## config.mk

```make
export PLATFORM = sky130hd
export DESIGN_NAME = wse_core
export DESIGN_NICKNAME = d
export VERILOG_FILES = /design/src/logic/wse_pkg.sv /design/src/logic/wse_core.sv
export SDC_FILE = /design/constraint.sdc
export NUM_CORES = 1
export LEC_CHECK = 0
export ABC_AREA = 1
export ABC_CLOCK_PERIOD_IN_PS = 1330
export BUFFER_PORTS_ARGS = -buffer_cell sky130_fd_sc_hd__buf_4
export CORE_AREA = 3 3 88 48
export DETAILED_ROUTE_END_ITERATION = 16
export DIE_AREA = 0 0 91 51
export PLACE_DENSITY_LB_ADDON = 0.2
export SLEW_MARGIN = 0
export SYNTH_ARGS = -nofsm -noshare
export SYNTH_HDL_FRONTEND = slang
export SYNTH_SLANG_ARGS = --single-unit
```

## constraint.sdc

```tcl
create_clock -name core_clk -period 1.33 [get_ports core_clk]
set_input_delay 0.133 -clock core_clk [delete_from_list [all_inputs] [get_ports core_clk]]
set_output_delay 0.133 -clock core_clk [all_outputs]
set_load 0.03 [all_outputs]
```

## src/logic/wse_pkg.sv

```systemverilog
// Package of offsets, field layouts and reset values for the wake event block
package wse_pkg;
  // Register offsets on the plain register port
  localparam logic [7:0] OFF_STATUS_SIX = 8'h07;
  localparam logic [7:0] OFF_ENABLE_ONE = 8'h08;
  localparam logic [7:0] OFF_ENABLE_THREE = 8'h09;
  localparam logic [7:0] OFF_IRQ_STATUS = 8'h0C;
  localparam logic [7:0] OFF_IRQ_MASK = 8'h0D;
  // Status six field positions
  localparam int STS_LOW_BATTERY = 0;
  localparam int STS_GPIO_60 = 2;
  localparam int STS_GPIO_61 = 3;
  localparam int STS_MOUSE_CLICK = 4;
  localparam int STS_SPECIFIC_KEY = 5;
  localparam int STS_POWER_BUTTON = 6;
  // Implemented bit masks; reserved bits read as zero
  localparam logic [7:0] STATUS_SIX_MASK = 8'h7D;
  localparam logic [7:0] ENABLE_ONE_MASK = 8'h5F;
  localparam logic [7:0] ENABLE_THREE_MASK = 8'h7F;
  localparam logic [1:0] IRQ_MASK_BITS = 2'h3;
  // Reset values
  localparam logic [7:0] STATUS_SIX_RST = 8'h00;
  localparam logic [7:0] STATUS_SIX_LOWBAT = 8'h01;
  localparam logic [7:0] ENABLE_RST = 8'h00;
  localparam logic [1:0] IRQ_RST = 2'h0;
  // Interrupt status bit positions
  localparam int IRQ_NEW_EVENT = 0;
  localparam int IRQ_WAKE_RISE = 1;
  // Start-up sequencer states
  typedef enum logic [0:0] {
    WSE_ST_CAPTURE = 1'b0,
    WSE_ST_RUN = 1'b1
  } wse_state_e;
endpackage

```

## src/logic/wse_core.sv

```systemverilog
// Wake event status six, enables one and three, and the open wake output
//
// The strobed register port was decided locally.
`timescale 1ns/10ps
module wse_core (
  input wire logic core_clk, // 200 MHz clock
  input wire logic resetn, // Standby power-on reset, async, low
  input wire logic main_por, // Main power-on reset pulse, only sets low battery in status six
  input wire logic batt_lost_standby, // Battery replaced or under 1.2V seen at standby reset
  input wire logic batt_low_main, // Battery under 2.4V seen, sampled at main reset
  input wire logic [7:0] reg_addr, // Register offset
  input wire logic [7:0] reg_wdata, // Write data
  input wire logic reg_wr, // Write strobe
  input wire logic reg_rd, // Read strobe
  output logic [7:0] reg_rdata, // Read data, valid the cycle after the strobe
  input wire logic gpio_60, // Wake event pulse
  input wire logic gpio_61, // Wake event pulse
  input wire logic specific_mouse_click_status, // Mouse click wake event pulse
  input wire logic specific_key_status, // Specific key wake event pulse
  input wire logic power_button_status, // Power button wake event pulse
  input wire logic [7:0] wake_status_one, // Status one, kept elsewhere
  input wire logic [7:0] wake_status_three, // Status three, kept elsewhere
  input wire logic [7:0] wake_enable_six, // Enable six, kept elsewhere
  input wire logic global_wake_enable, // Global wake enable
  output logic wake_output_n_o, // Wake pin drive value, always low
  output logic wake_output_n_oe, // Wake pin enable, high while pulling low
  output logic irq // Level interrupt to local software
);

  ////////////////////////////////////////////////////////////////////////////
  // Decode and storage

  wse_pkg::wse_state_e state_r; // Start-up sequencer
  logic [7:0] status_six_r; // Latched status six
  logic [7:0] enable_one_r; // Enable one
  logic [7:0] enable_three_r; // Enable three
  logic [1:0] irq_status_r; // Sticky interrupt causes
  logic [1:0] irq_mask_r; // Interrupt mask, one enables
  logic wake_active_r; // Wake pin pulled low
  logic [7:0] status_six_nxt; // Next status six
  logic [7:0] status_set; // Bits set this cycle
  logic [7:0] status_clr; // Bits cleared this cycle
  logic wake_nxt; // Next wake level
  logic [1:0] irq_set; // Interrupt causes this cycle

  // Address match for a strobe
  function automatic logic hit(input logic strobe, input logic [7:0] addr,
                               input logic [7:0] off);
    hit = strobe && (addr == off);
  endfunction

  ////////////////////////////////////////////////////////////////////////////
  // Start-up capture

  // A level cannot be loaded under async reset, so the standby strap
  // is caught in the first clocked cycle after release
  always_ff @(posedge core_clk or negedge resetn) begin
    if (!resetn) begin
      state_r <= wse_pkg::WSE_ST_CAPTURE;
    end else begin
      case (state_r)
        wse_pkg::WSE_ST_CAPTURE: begin
          state_r <= wse_pkg::WSE_ST_RUN;
        end
        wse_pkg::WSE_ST_RUN: begin
          state_r <= wse_pkg::WSE_ST_RUN;
        end
        default: begin
          state_r <= wse_pkg::WSE_ST_RUN;
        end
      endcase
    end
  end

  ////////////////////////////////////////////////////////////////////////////
  // Status six

  // Gather set and clear terms; the set side wins over a clear
  always_comb begin
    status_set = 8'h00;
    status_set[wse_pkg::STS_GPIO_60] = gpio_60;
    status_set[wse_pkg::STS_GPIO_61] = gpio_61;
    status_set[wse_pkg::STS_MOUSE_CLICK] = specific_mouse_click_status;
    status_set[wse_pkg::STS_SPECIFIC_KEY] = specific_key_status;
    status_set[wse_pkg::STS_POWER_BUTTON] = power_button_status;
    if (state_r == wse_pkg::WSE_ST_CAPTURE && batt_lost_standby) begin
      status_set = status_set | wse_pkg::STATUS_SIX_LOWBAT;
    end
    if (main_por && batt_low_main) begin
      status_set = status_set | wse_pkg::STATUS_SIX_LOWBAT;
    end
    status_clr = 8'h00;
    if (hit(reg_wr, reg_addr, wse_pkg::OFF_STATUS_SIX)) begin
      status_clr = reg_wdata;
    end
    status_six_nxt = ((status_six_r & ~status_clr) | status_set) & wse_pkg::STATUS_SIX_MASK;
  end

  // only the standby reset clears status six; main reset can only set low battery
  always_ff @(posedge core_clk or negedge resetn) begin
    if (!resetn) begin
      status_six_r <= wse_pkg::STATUS_SIX_RST;
    end else begin
      status_six_r <= status_six_nxt;
    end
  end

  ////////////////////////////////////////////////////////////////////////////
  // Enable registers

  // standby reset only; main reset input is not wired here
  always_ff @(posedge core_clk or negedge resetn) begin
    if (!resetn) begin
      enable_one_r <= wse_pkg::ENABLE_RST;
    end else if (hit(reg_wr, reg_addr, wse_pkg::OFF_ENABLE_ONE)) begin
      // reserved bits five and seven dropped
      enable_one_r <= reg_wdata & wse_pkg::ENABLE_ONE_MASK;
    end
  end

  // Enable three, written whole apart from its reserved bit
  always_ff @(posedge core_clk or negedge resetn) begin
    if (!resetn) begin
      enable_three_r <= wse_pkg::ENABLE_RST;
    end else if (hit(reg_wr, reg_addr, wse_pkg::OFF_ENABLE_THREE)) begin
      enable_three_r <= reg_wdata & wse_pkg::ENABLE_THREE_MASK;
    end
  end

  ////////////////////////////////////////////////////////////////////////////
  // Wake output

  // Low battery only reaches the pin through its own enable six bit,
  // like any other source; it never forms a separate wake path
  always_comb begin
    // OR of gated status, global gate
    // status, enable and global all one
    // low battery gated by its enable
    // no extra wakeup path for it
    wake_nxt = global_wake_enable &&
               (|(status_six_r & wake_enable_six) ||
                |(wake_status_one & enable_one_r) ||
                |(wake_status_three & enable_three_r));
  end

  // Registered so the pin has no glitches from the decode
  always_ff @(posedge core_clk or negedge resetn) begin
    if (!resetn) begin
      wake_active_r <= 1'b0;
    end else begin
      wake_active_r <= wake_nxt;
    end
  end

  // Open drain: only ever pull low
  assign wake_output_n_o = 1'b0;
  assign wake_output_n_oe = wake_active_r;

  ////////////////////////////////////////////////////////////////////////////
  // Local interrupt

  // Causes: a new status six bit, and a falling wake pin as the pull-low starts
  always_comb begin
    irq_set = 2'h0;
    irq_set[wse_pkg::IRQ_NEW_EVENT] = |(status_six_nxt & ~status_six_r);
    irq_set[wse_pkg::IRQ_WAKE_RISE] = wake_nxt && !wake_active_r;
  end

  // Read clears, but a cause in the same cycle survives
  always_ff @(posedge core_clk or negedge resetn) begin
    if (!resetn) begin
      irq_status_r <= wse_pkg::IRQ_RST;
    end else if (hit(reg_rd, reg_addr, wse_pkg::OFF_IRQ_STATUS)) begin
      irq_status_r <= irq_set;
    end else begin
      irq_status_r <= irq_status_r | irq_set;
    end
  end

  // Mask register
  always_ff @(posedge core_clk or negedge resetn) begin
    if (!resetn) begin
      irq_mask_r <= wse_pkg::IRQ_RST;
    end else if (hit(reg_wr, reg_addr, wse_pkg::OFF_IRQ_MASK)) begin
      irq_mask_r <= reg_wdata[1:0] & wse_pkg::IRQ_MASK_BITS;
    end
  end

  assign irq = |(irq_status_r & irq_mask_r);

  ////////////////////////////////////////////////////////////////////////////
  // Read path

  // Data stand only in the cycle after the strobe; unmapped reads zero
  always_ff @(posedge core_clk or negedge resetn) begin
    if (!resetn) begin
      reg_rdata <= 8'h00;
    end else if (reg_rd) begin
      case (reg_addr)
        wse_pkg::OFF_STATUS_SIX: begin
          reg_rdata <= status_six_r;
        end
        wse_pkg::OFF_ENABLE_ONE: begin
          reg_rdata <= enable_one_r;
        end
        wse_pkg::OFF_ENABLE_THREE: begin
          reg_rdata <= enable_three_r;
        end
        wse_pkg::OFF_IRQ_STATUS: begin
          reg_rdata <= {6'h00, irq_status_r};
        end
        wse_pkg::OFF_IRQ_MASK: begin
          reg_rdata <= {6'h00, irq_mask_r};
        end
        default: begin
          reg_rdata <= 8'h00;
        end
      endcase
    end else begin
      reg_rdata <= 8'h00;
    end
  end

  ////////////////////////////////////////////////////////////////////////////
  // Checks

  // Event latches whatever the enables say
  a_event_latch: assert property (
    @(posedge core_clk) disable iff (!resetn)
    gpio_60 |=> status_six_r[wse_pkg::STS_GPIO_60])
    else $error("gpio 60 event not latched");

  // Gated status pulls the pin low one cycle later
  a_wake_drive: assert property (
    @(posedge core_clk) disable iff (!resetn)
    (global_wake_enable && |(status_six_r & wake_enable_six)) |=> wake_output_n_oe)
    else $error("wake pin not driven");

  // No global enable means no drive
  a_wake_gated: assert property (
    @(posedge core_clk) disable iff (!resetn)
    !global_wake_enable |=> !wake_output_n_oe)
    else $error("wake driven without global enable");

  // Standby strap sets low battery
  a_lowbat_standby: assert property (
    @(posedge core_clk) disable iff (!resetn)
    (state_r == wse_pkg::WSE_ST_CAPTURE && batt_lost_standby)
      |=> status_six_r[wse_pkg::STS_LOW_BATTERY])
    else $error("standby low battery not set");

  // Main reset with low battery sets bit zero
  a_lowbat_main: assert property (
    @(posedge core_clk) disable iff (!resetn)
    (main_por && batt_low_main) |=> status_six_r[wse_pkg::STS_LOW_BATTERY])
    else $error("main reset low battery not set");

  // A written one clears a bit with no fresh event
  a_w1c_clear: assert property (
    @(posedge core_clk) disable iff (!resetn)
    (hit(reg_wr, reg_addr, wse_pkg::OFF_STATUS_SIX) && reg_wdata[wse_pkg::STS_GPIO_61]
      && !gpio_61) |=> !status_six_r[wse_pkg::STS_GPIO_61])
    else $error("write one did not clear");

  // Reserved status bits never set
  a_rsvd_zero: assert property (
    @(posedge core_clk) disable iff (!resetn)
    (status_six_r & ~wse_pkg::STATUS_SIX_MASK) == 8'h00)
    else $error("reserved status bit set");

  // Enable one holds without a write, main reset included
  a_enable_hold: assert property (
    @(posedge core_clk) disable iff (!resetn)
    !hit(reg_wr, reg_addr, wse_pkg::OFF_ENABLE_ONE) |=> $stable(enable_one_r))
    else $error("enable one changed without write");

  // Reserved enable three bit stays zero after a write
  a_en3_rsvd: assert property (
    @(posedge core_clk) disable iff (!resetn)
    hit(reg_wr, reg_addr, wse_pkg::OFF_ENABLE_THREE) |=> !enable_three_r[7])
    else $error("enable three reserved bit set");

  // Read data show the register one cycle on
  a_read_en1: assert property (
    @(posedge core_clk) disable iff (!resetn)
    hit(reg_rd, reg_addr, wse_pkg::OFF_ENABLE_ONE) |=> reg_rdata == $past(enable_one_r))
    else $error("enable one read mismatch");

  // A written zero leaves a set bit alone
  a_w1c_keep: assert property (
    @(posedge core_clk) disable iff (!resetn)
    (hit(reg_wr, reg_addr, wse_pkg::OFF_STATUS_SIX) && !reg_wdata[wse_pkg::STS_POWER_BUTTON]
      && status_six_r[wse_pkg::STS_POWER_BUTTON]) |=> status_six_r[wse_pkg::STS_POWER_BUTTON])
    else $error("written zero cleared a bit");

  // A source with its enable off still latches
  a_masked_latch: assert property (
    @(posedge core_clk) disable iff (!resetn)
    (power_button_status && !wake_enable_six[wse_pkg::STS_POWER_BUTTON])
      |=> status_six_r[wse_pkg::STS_POWER_BUTTON])
    else $error("disabled source not latched");

  // Main reset never drops a latched status bit
  a_main_keep: assert property (
    @(posedge core_clk) disable iff (!resetn)
    (main_por && !hit(reg_wr, reg_addr, wse_pkg::OFF_STATUS_SIX))
      |=> ((status_six_r & $past(status_six_r)) == $past(status_six_r)))
    else $error("main reset dropped a status bit");

  // Enable three holds without a write, main reset included
  a_en3_hold: assert property (
    @(posedge core_clk) disable iff (!resetn)
    !hit(reg_wr, reg_addr, wse_pkg::OFF_ENABLE_THREE) |=> $stable(enable_three_r))
    else $error("enable three changed without write");

  // Status one reaches the same pin through enable one
  a_wake_other: assert property (
    @(posedge core_clk) disable iff (!resetn)
    (global_wake_enable && |(wake_status_one & enable_one_r)) |=> wake_output_n_oe)
    else $error("status one did not drive wake");

endmodule

```

======== Word level (Yosys, flattened, before mapping) ========
Cells that the tools add are included.
word-level totals
  register bits ........................... 32
  bits in latches ......................... 0
  memory bits (writable) .................. 0
  memory bits (read-only) ................. 0
  bits of input ports ..................... 53
  output and inout port bits .............. 11
  word-level logic and storage cells ...... 47
  memories kept ........................... 0
cells by class
  add/subtract/negate cells ............... 0
  multiply operators ...................... 0
  div/mod/pow operators ................... 0
  magnitude comparators ................... 0
  equal/unequal tests ..................... 5
  shift operators ......................... 0
  mux-type cells .......................... 6
  bitwise logic cells ..................... 11
  reduce and logical (&&, ||, !) cells .... 17
operator list
  operator                                                         count
  7-bit case mux with 5 select lines                               1
  8-bit by 4-bit == test with 1-bit output, second input constant  4
  8-bit OR reduction                                               4
  7-bit by 8-bit AND with 8-bit output                             2
  8-bit by 7-bit AND with 8-bit output                             2
  7-bit 2-to-1 mux                                                 2
  1-bit logical AND                                                9
  8-bit by 3-bit == test with 1-bit output, second input constant  1
  7-bit NOT with 8-bit output                                      1
  7-bit AND                                                        1
  7-bit NOT                                                        1
  7-bit bitwise OR                                                 1
  2-bit AND                                                        1
  1-bit logical OR                                                 2
  1-bit 2-to-1 mux                                                 2
  2-bit 2-to-1 mux                                                 1
  2-bit bitwise OR                                                 1
  2-bit OR reduction                                               1
  1-bit logical NOT                                                1
  1-bit NOT                                                        1

======== Longest topological paths before layout ========
  depth after elaboration ................. 10
  gate-level depth with buffers ........... 9
  mapped depth without buffers ............ 8

======== Least setup slack after synthesis ========
Ideal clock, no wire load.
  path kind ............................... reg-to-reg
  from .................................... register enable_one_r[3]
  to ...................................... register irq_status_r[1]
  data arrival time ....................... 841 ps
  required time ........................... 1213 ps
  path slack .............................. 372 ps
  stages on the path, launching flop included .. 9
  buffers on the path ..................... 0
  period minus slack after synthesis ...... 958 ps
  cell sequence ........................... dfrtp_1 > nand2_1 > nand2_1 > nor2_1 > nand2_1 > nor2_1 > nand2_1 > nand3_1 > nand2_1
between the ends
  cells in the longest elaborated chain, start to end .. 8
RTL lines
  what                                      RTL line         source
  start: declaration                        wse_core.sv:35   logic [7:0] enable_one_r;
  start signal: assignment                  wse_core.sv:114  enable_one_r <= wse_pkg::ENABLE_RST;
  start signal: assignment                  wse_core.sv:117  enable_one_r <= reg_wdata & wse_pkg::ENABLE_ONE_MASK;
  8-bit by 7-bit AND with 8-bit output (*)  wse_core.sv:142  |(wake_status_one & enable_one_r) ||
  8-bit OR reduction (*)                    wse_core.sv:142
  1-bit logical OR (*)                      wse_core.sv:141  (|(status_six_r & wake_enable_six) ||
  1-bit logical OR (*)                      wse_core.sv:142
  1-bit logical AND (*)                     wse_core.sv:140  wake_nxt = global_wake_enable &&
  1-bit logical AND (*)                     wse_core.sv:166  irq_set[wse_pkg::IRQ_WAKE_RISE] = wake_nxt && !wake_active_r;
  2-bit bitwise OR                          wse_core.sv:176  irq_status_r <= irq_status_r | irq_set;
  2-bit 2-to-1 mux (*)                      wse_core.sv:173  end else if (hit(reg_rd, reg_addr, wse_pkg::OFF_IRQ_STATUS)) begin
  end signal: assignment                    wse_core.sv:172  irq_status_r <= wse_pkg::IRQ_RST;
  end signal: assignment                    wse_core.sv:174  irq_status_r <= irq_set;
  end signal: assignment                    wse_core.sv:176
  end: declaration                          wse_core.sv:37   logic [1:0] irq_status_r;
Every way passes the cells marked *; elsewhere a longest branch is shown, timed or not.
A chain may end at the register's enable or synchronous reset.

======== Final worst setup path ========
  from .................................... register irq_status_r[1]
  to ...................................... output port irq
between the ends
  cells in the longest elaborated chain, start to end .. 2
RTL lines
  what                RTL line         source
  2-bit AND           wse_core.sv:189  assign irq = |(irq_status_r & irq_mask_r);
  2-bit OR reduction  wse_core.sv:189
  end: declaration    wse_core.sv:27   output logic irq
Every way passes these cells.

==> results.md <==
* Critical path, cell by cell: a22o_1, buf_4
* Htree depth at 2
* Clk_lat worst skew at 0.28 ns
* Pin count of the biggest net entering global routing at 33
* Clk_skew at 0.00377 ns
* Average size of a mapped cell at 7.95 sq um
* ANT cells at 0
* DR DRC count at 0
* Reg clk slew, reported paths at around 0.060 ns
* Crit-path max cell delay at 0.41 ns
* GRT Total Usage at 0.198
* Cell Rows at 15
* Remaining antenna violation count at 0
* Critical path class: reg -> out
* Synth area leader: dfrtp_1
* Power Density at 911 nW/um^2
* HP Class: in -> reg
* Slew Limit Fails at 0
* WP data arrival at 1.09 ns
* Hold Path Depth at 3
* Post-synth top area share at 0.466
* CP max stage cell: dfrtp_1
* Total power at 0.00208 W
* Dpl ws at 0.0967 ns
* Min cycle time layout at 1.22 ns
* Top cells by area, synth: dfrtp_1, nand2_1, nand3_1
* DR vias/cell at 4.91
* DR pass1 iterations at 4
* Leading cell type in the layout, fill and taps excluded: nand2_1
* Pleak at about 1.2 nW
* Synthesis-to-finish area growth at 32.8%
* Ys Warns at 0
* Max FO, Critical Path at 3
* Vias post-DR at between 1,500 and 2,000
* Seq/Total Area, Yosys at 0.466
* Worst vdd ir at 0.465 mV
* Crit share post-route at 0.919
* Final hold vios at 0
* Total wire length at 4210 microns
* CP Data Required Time at roughly 1.2 ns
* RSZ-0062 raised after global routing: no
* First-pass GRT wire length at 7050 microns
* Worst R2R Path Depth at 8
* Clock tree buffer depth at 2
* WL/cell at 12.8 microns
* Port-buffer cells at 55
* Worst setup margin at between 0.1 and 0.15 ns
* Post-layout net count at 331
* #FFs+latches synth at 32
* Vias in the first global route at 1,523
* Status: finished, final reports clean
* Starting Density at 0.497
* Gpl congestion at around 0.93
* Critical path launch point type: register
* Mapped Area at roughly 1700 sq um
* GR Overflow Total at 0
* Setup Viol. Count Final at 0
* Max-cap viol count at 0
* Sum of negative setup slack at 0 ns
* Max Clk Rate at 818 MHz
* Clk sink count at 32
* CP Capture Type: output pin
* DP Wirelength at 3340 microns
* CTS tree: yes
* First DRT Iteration DRCs at 91
* Initial antenna violation count at 0
* Die ar. at approximately 4600 sq um
* Commonest non-fill, non-tap cells in the layout: nand2_1, buf_4, dfrtp_1
* I/O pins at 64
* Core Region at 3450 sq um
* Die height at about 50 microns
* TritonCTS Buffers at 5
* Share of cells above drive strength 1 at 0.319
* Synth unique cells at 29
* DIE WIDTH at 91 microns
* Synth Instances at 216
* Root buf cell: clkbuf_8
critical path, delay by kind of cell (launching register included):
kind | cells | cell delay (ns)
AOI/OAI and AO/OA | 1 | 0.24
DFF | 1 | 0.41
buffers and inverters | 1 | 0.16
synth_stat cells (all sizes together):
| cell | n |
|---|---|
| nand2 | 70 |
| dfrtp | 32 |
| inv | 27 |
| nand3 | 22 |
| o21ai | 21 |
| nor2 | 16 |
| buf | 6 |
| nand4 | 5 |
| a21oi | 3 |
| conb | 2 |
| o211ai | 2 |
| o21bai | 2 |
| a21boi | 1 |
| a22o | 1 |
| a22oi | 1 |
| and2 | 1 |
| clkinv | 1 |
| nand3b | 1 |
| nor3 | 1 |
| o22ai | 1 |
where the power goes:
part           leakage, nW  switching [W]  internal (W)
registers            0.399      0.0000225       0.00100
clock network       0.0455       0.000346      0.000422
logic                0.801       0.000147      0.000139
kinds of logic after synthesis:
logic type	synth area share
simple gates	0.318
other cells	0.00437
flops	0.466
buf+inv	0.0910
compound gates	0.120
through the flow:
stage	utilization	instances	area, sq um	hold WS [ns]
floorplan	-	217	1720	-0.163
global placement	0.631	321	2180	0.0904
detailed placement	0.631	321	2180	0.0971
CTS	0.660	330	2280	0.0434
global route	0.661	330	2280	0.0501
finish	0.661	330	2280	0.0435
flip-flops by register name (all words and copies together), names as in the netlist:
name and cells:
irq_status_r 2, wake_output_n_oe 1, enable_one_r 6, state_r 1, reg_rdata 7, enable_three_r 7, irq_mask_r 2, status_six_r 6
routing by layer:
layer	up-vias	GRT usage	wire length, microns
li1	810	-	-
met4	0	0.0650	42
met3	5	0.0632	361
met1	744	0.266	1880
met5	-	0	0
met2	60	0.307	1920
area by class of cell:
cell class	count	area, sq um
fillers	324	1170
flip-flops and latches	32	801
multi-input cells	151	767
repair buffers	60	453
inverters	28	106
clock buffers	8	90.1
well taps	51	63.8
path summary, 6_finish.rpt:
check                           slack (ns)           endpoint               from
max in group asynchronous             0.72  enable_three_r[2]             resetn
worst max register to register        0.18    irq_status_r[1]    enable_one_r[3]
worst min register to register        0.51  enable_three_r[0]  enable_three_r[0]
worst max-delay path                  0.11                irq    irq_status_r[1]
worst min-delay path                  0.04    status_six_r[3]            gpio_61
min in group asynchronous             0.32       reg_rdata[6]             resetn
repair_timing:
action / in CTS / in global routing
resized for setup: 0 / 1
setup buffers: 0 / 0
hold endpoints to repair: 32 / 0
setup endpoints to repair: 0 / 1
hold buffers: 1 / 0
(Power assumes the default switching activity.)
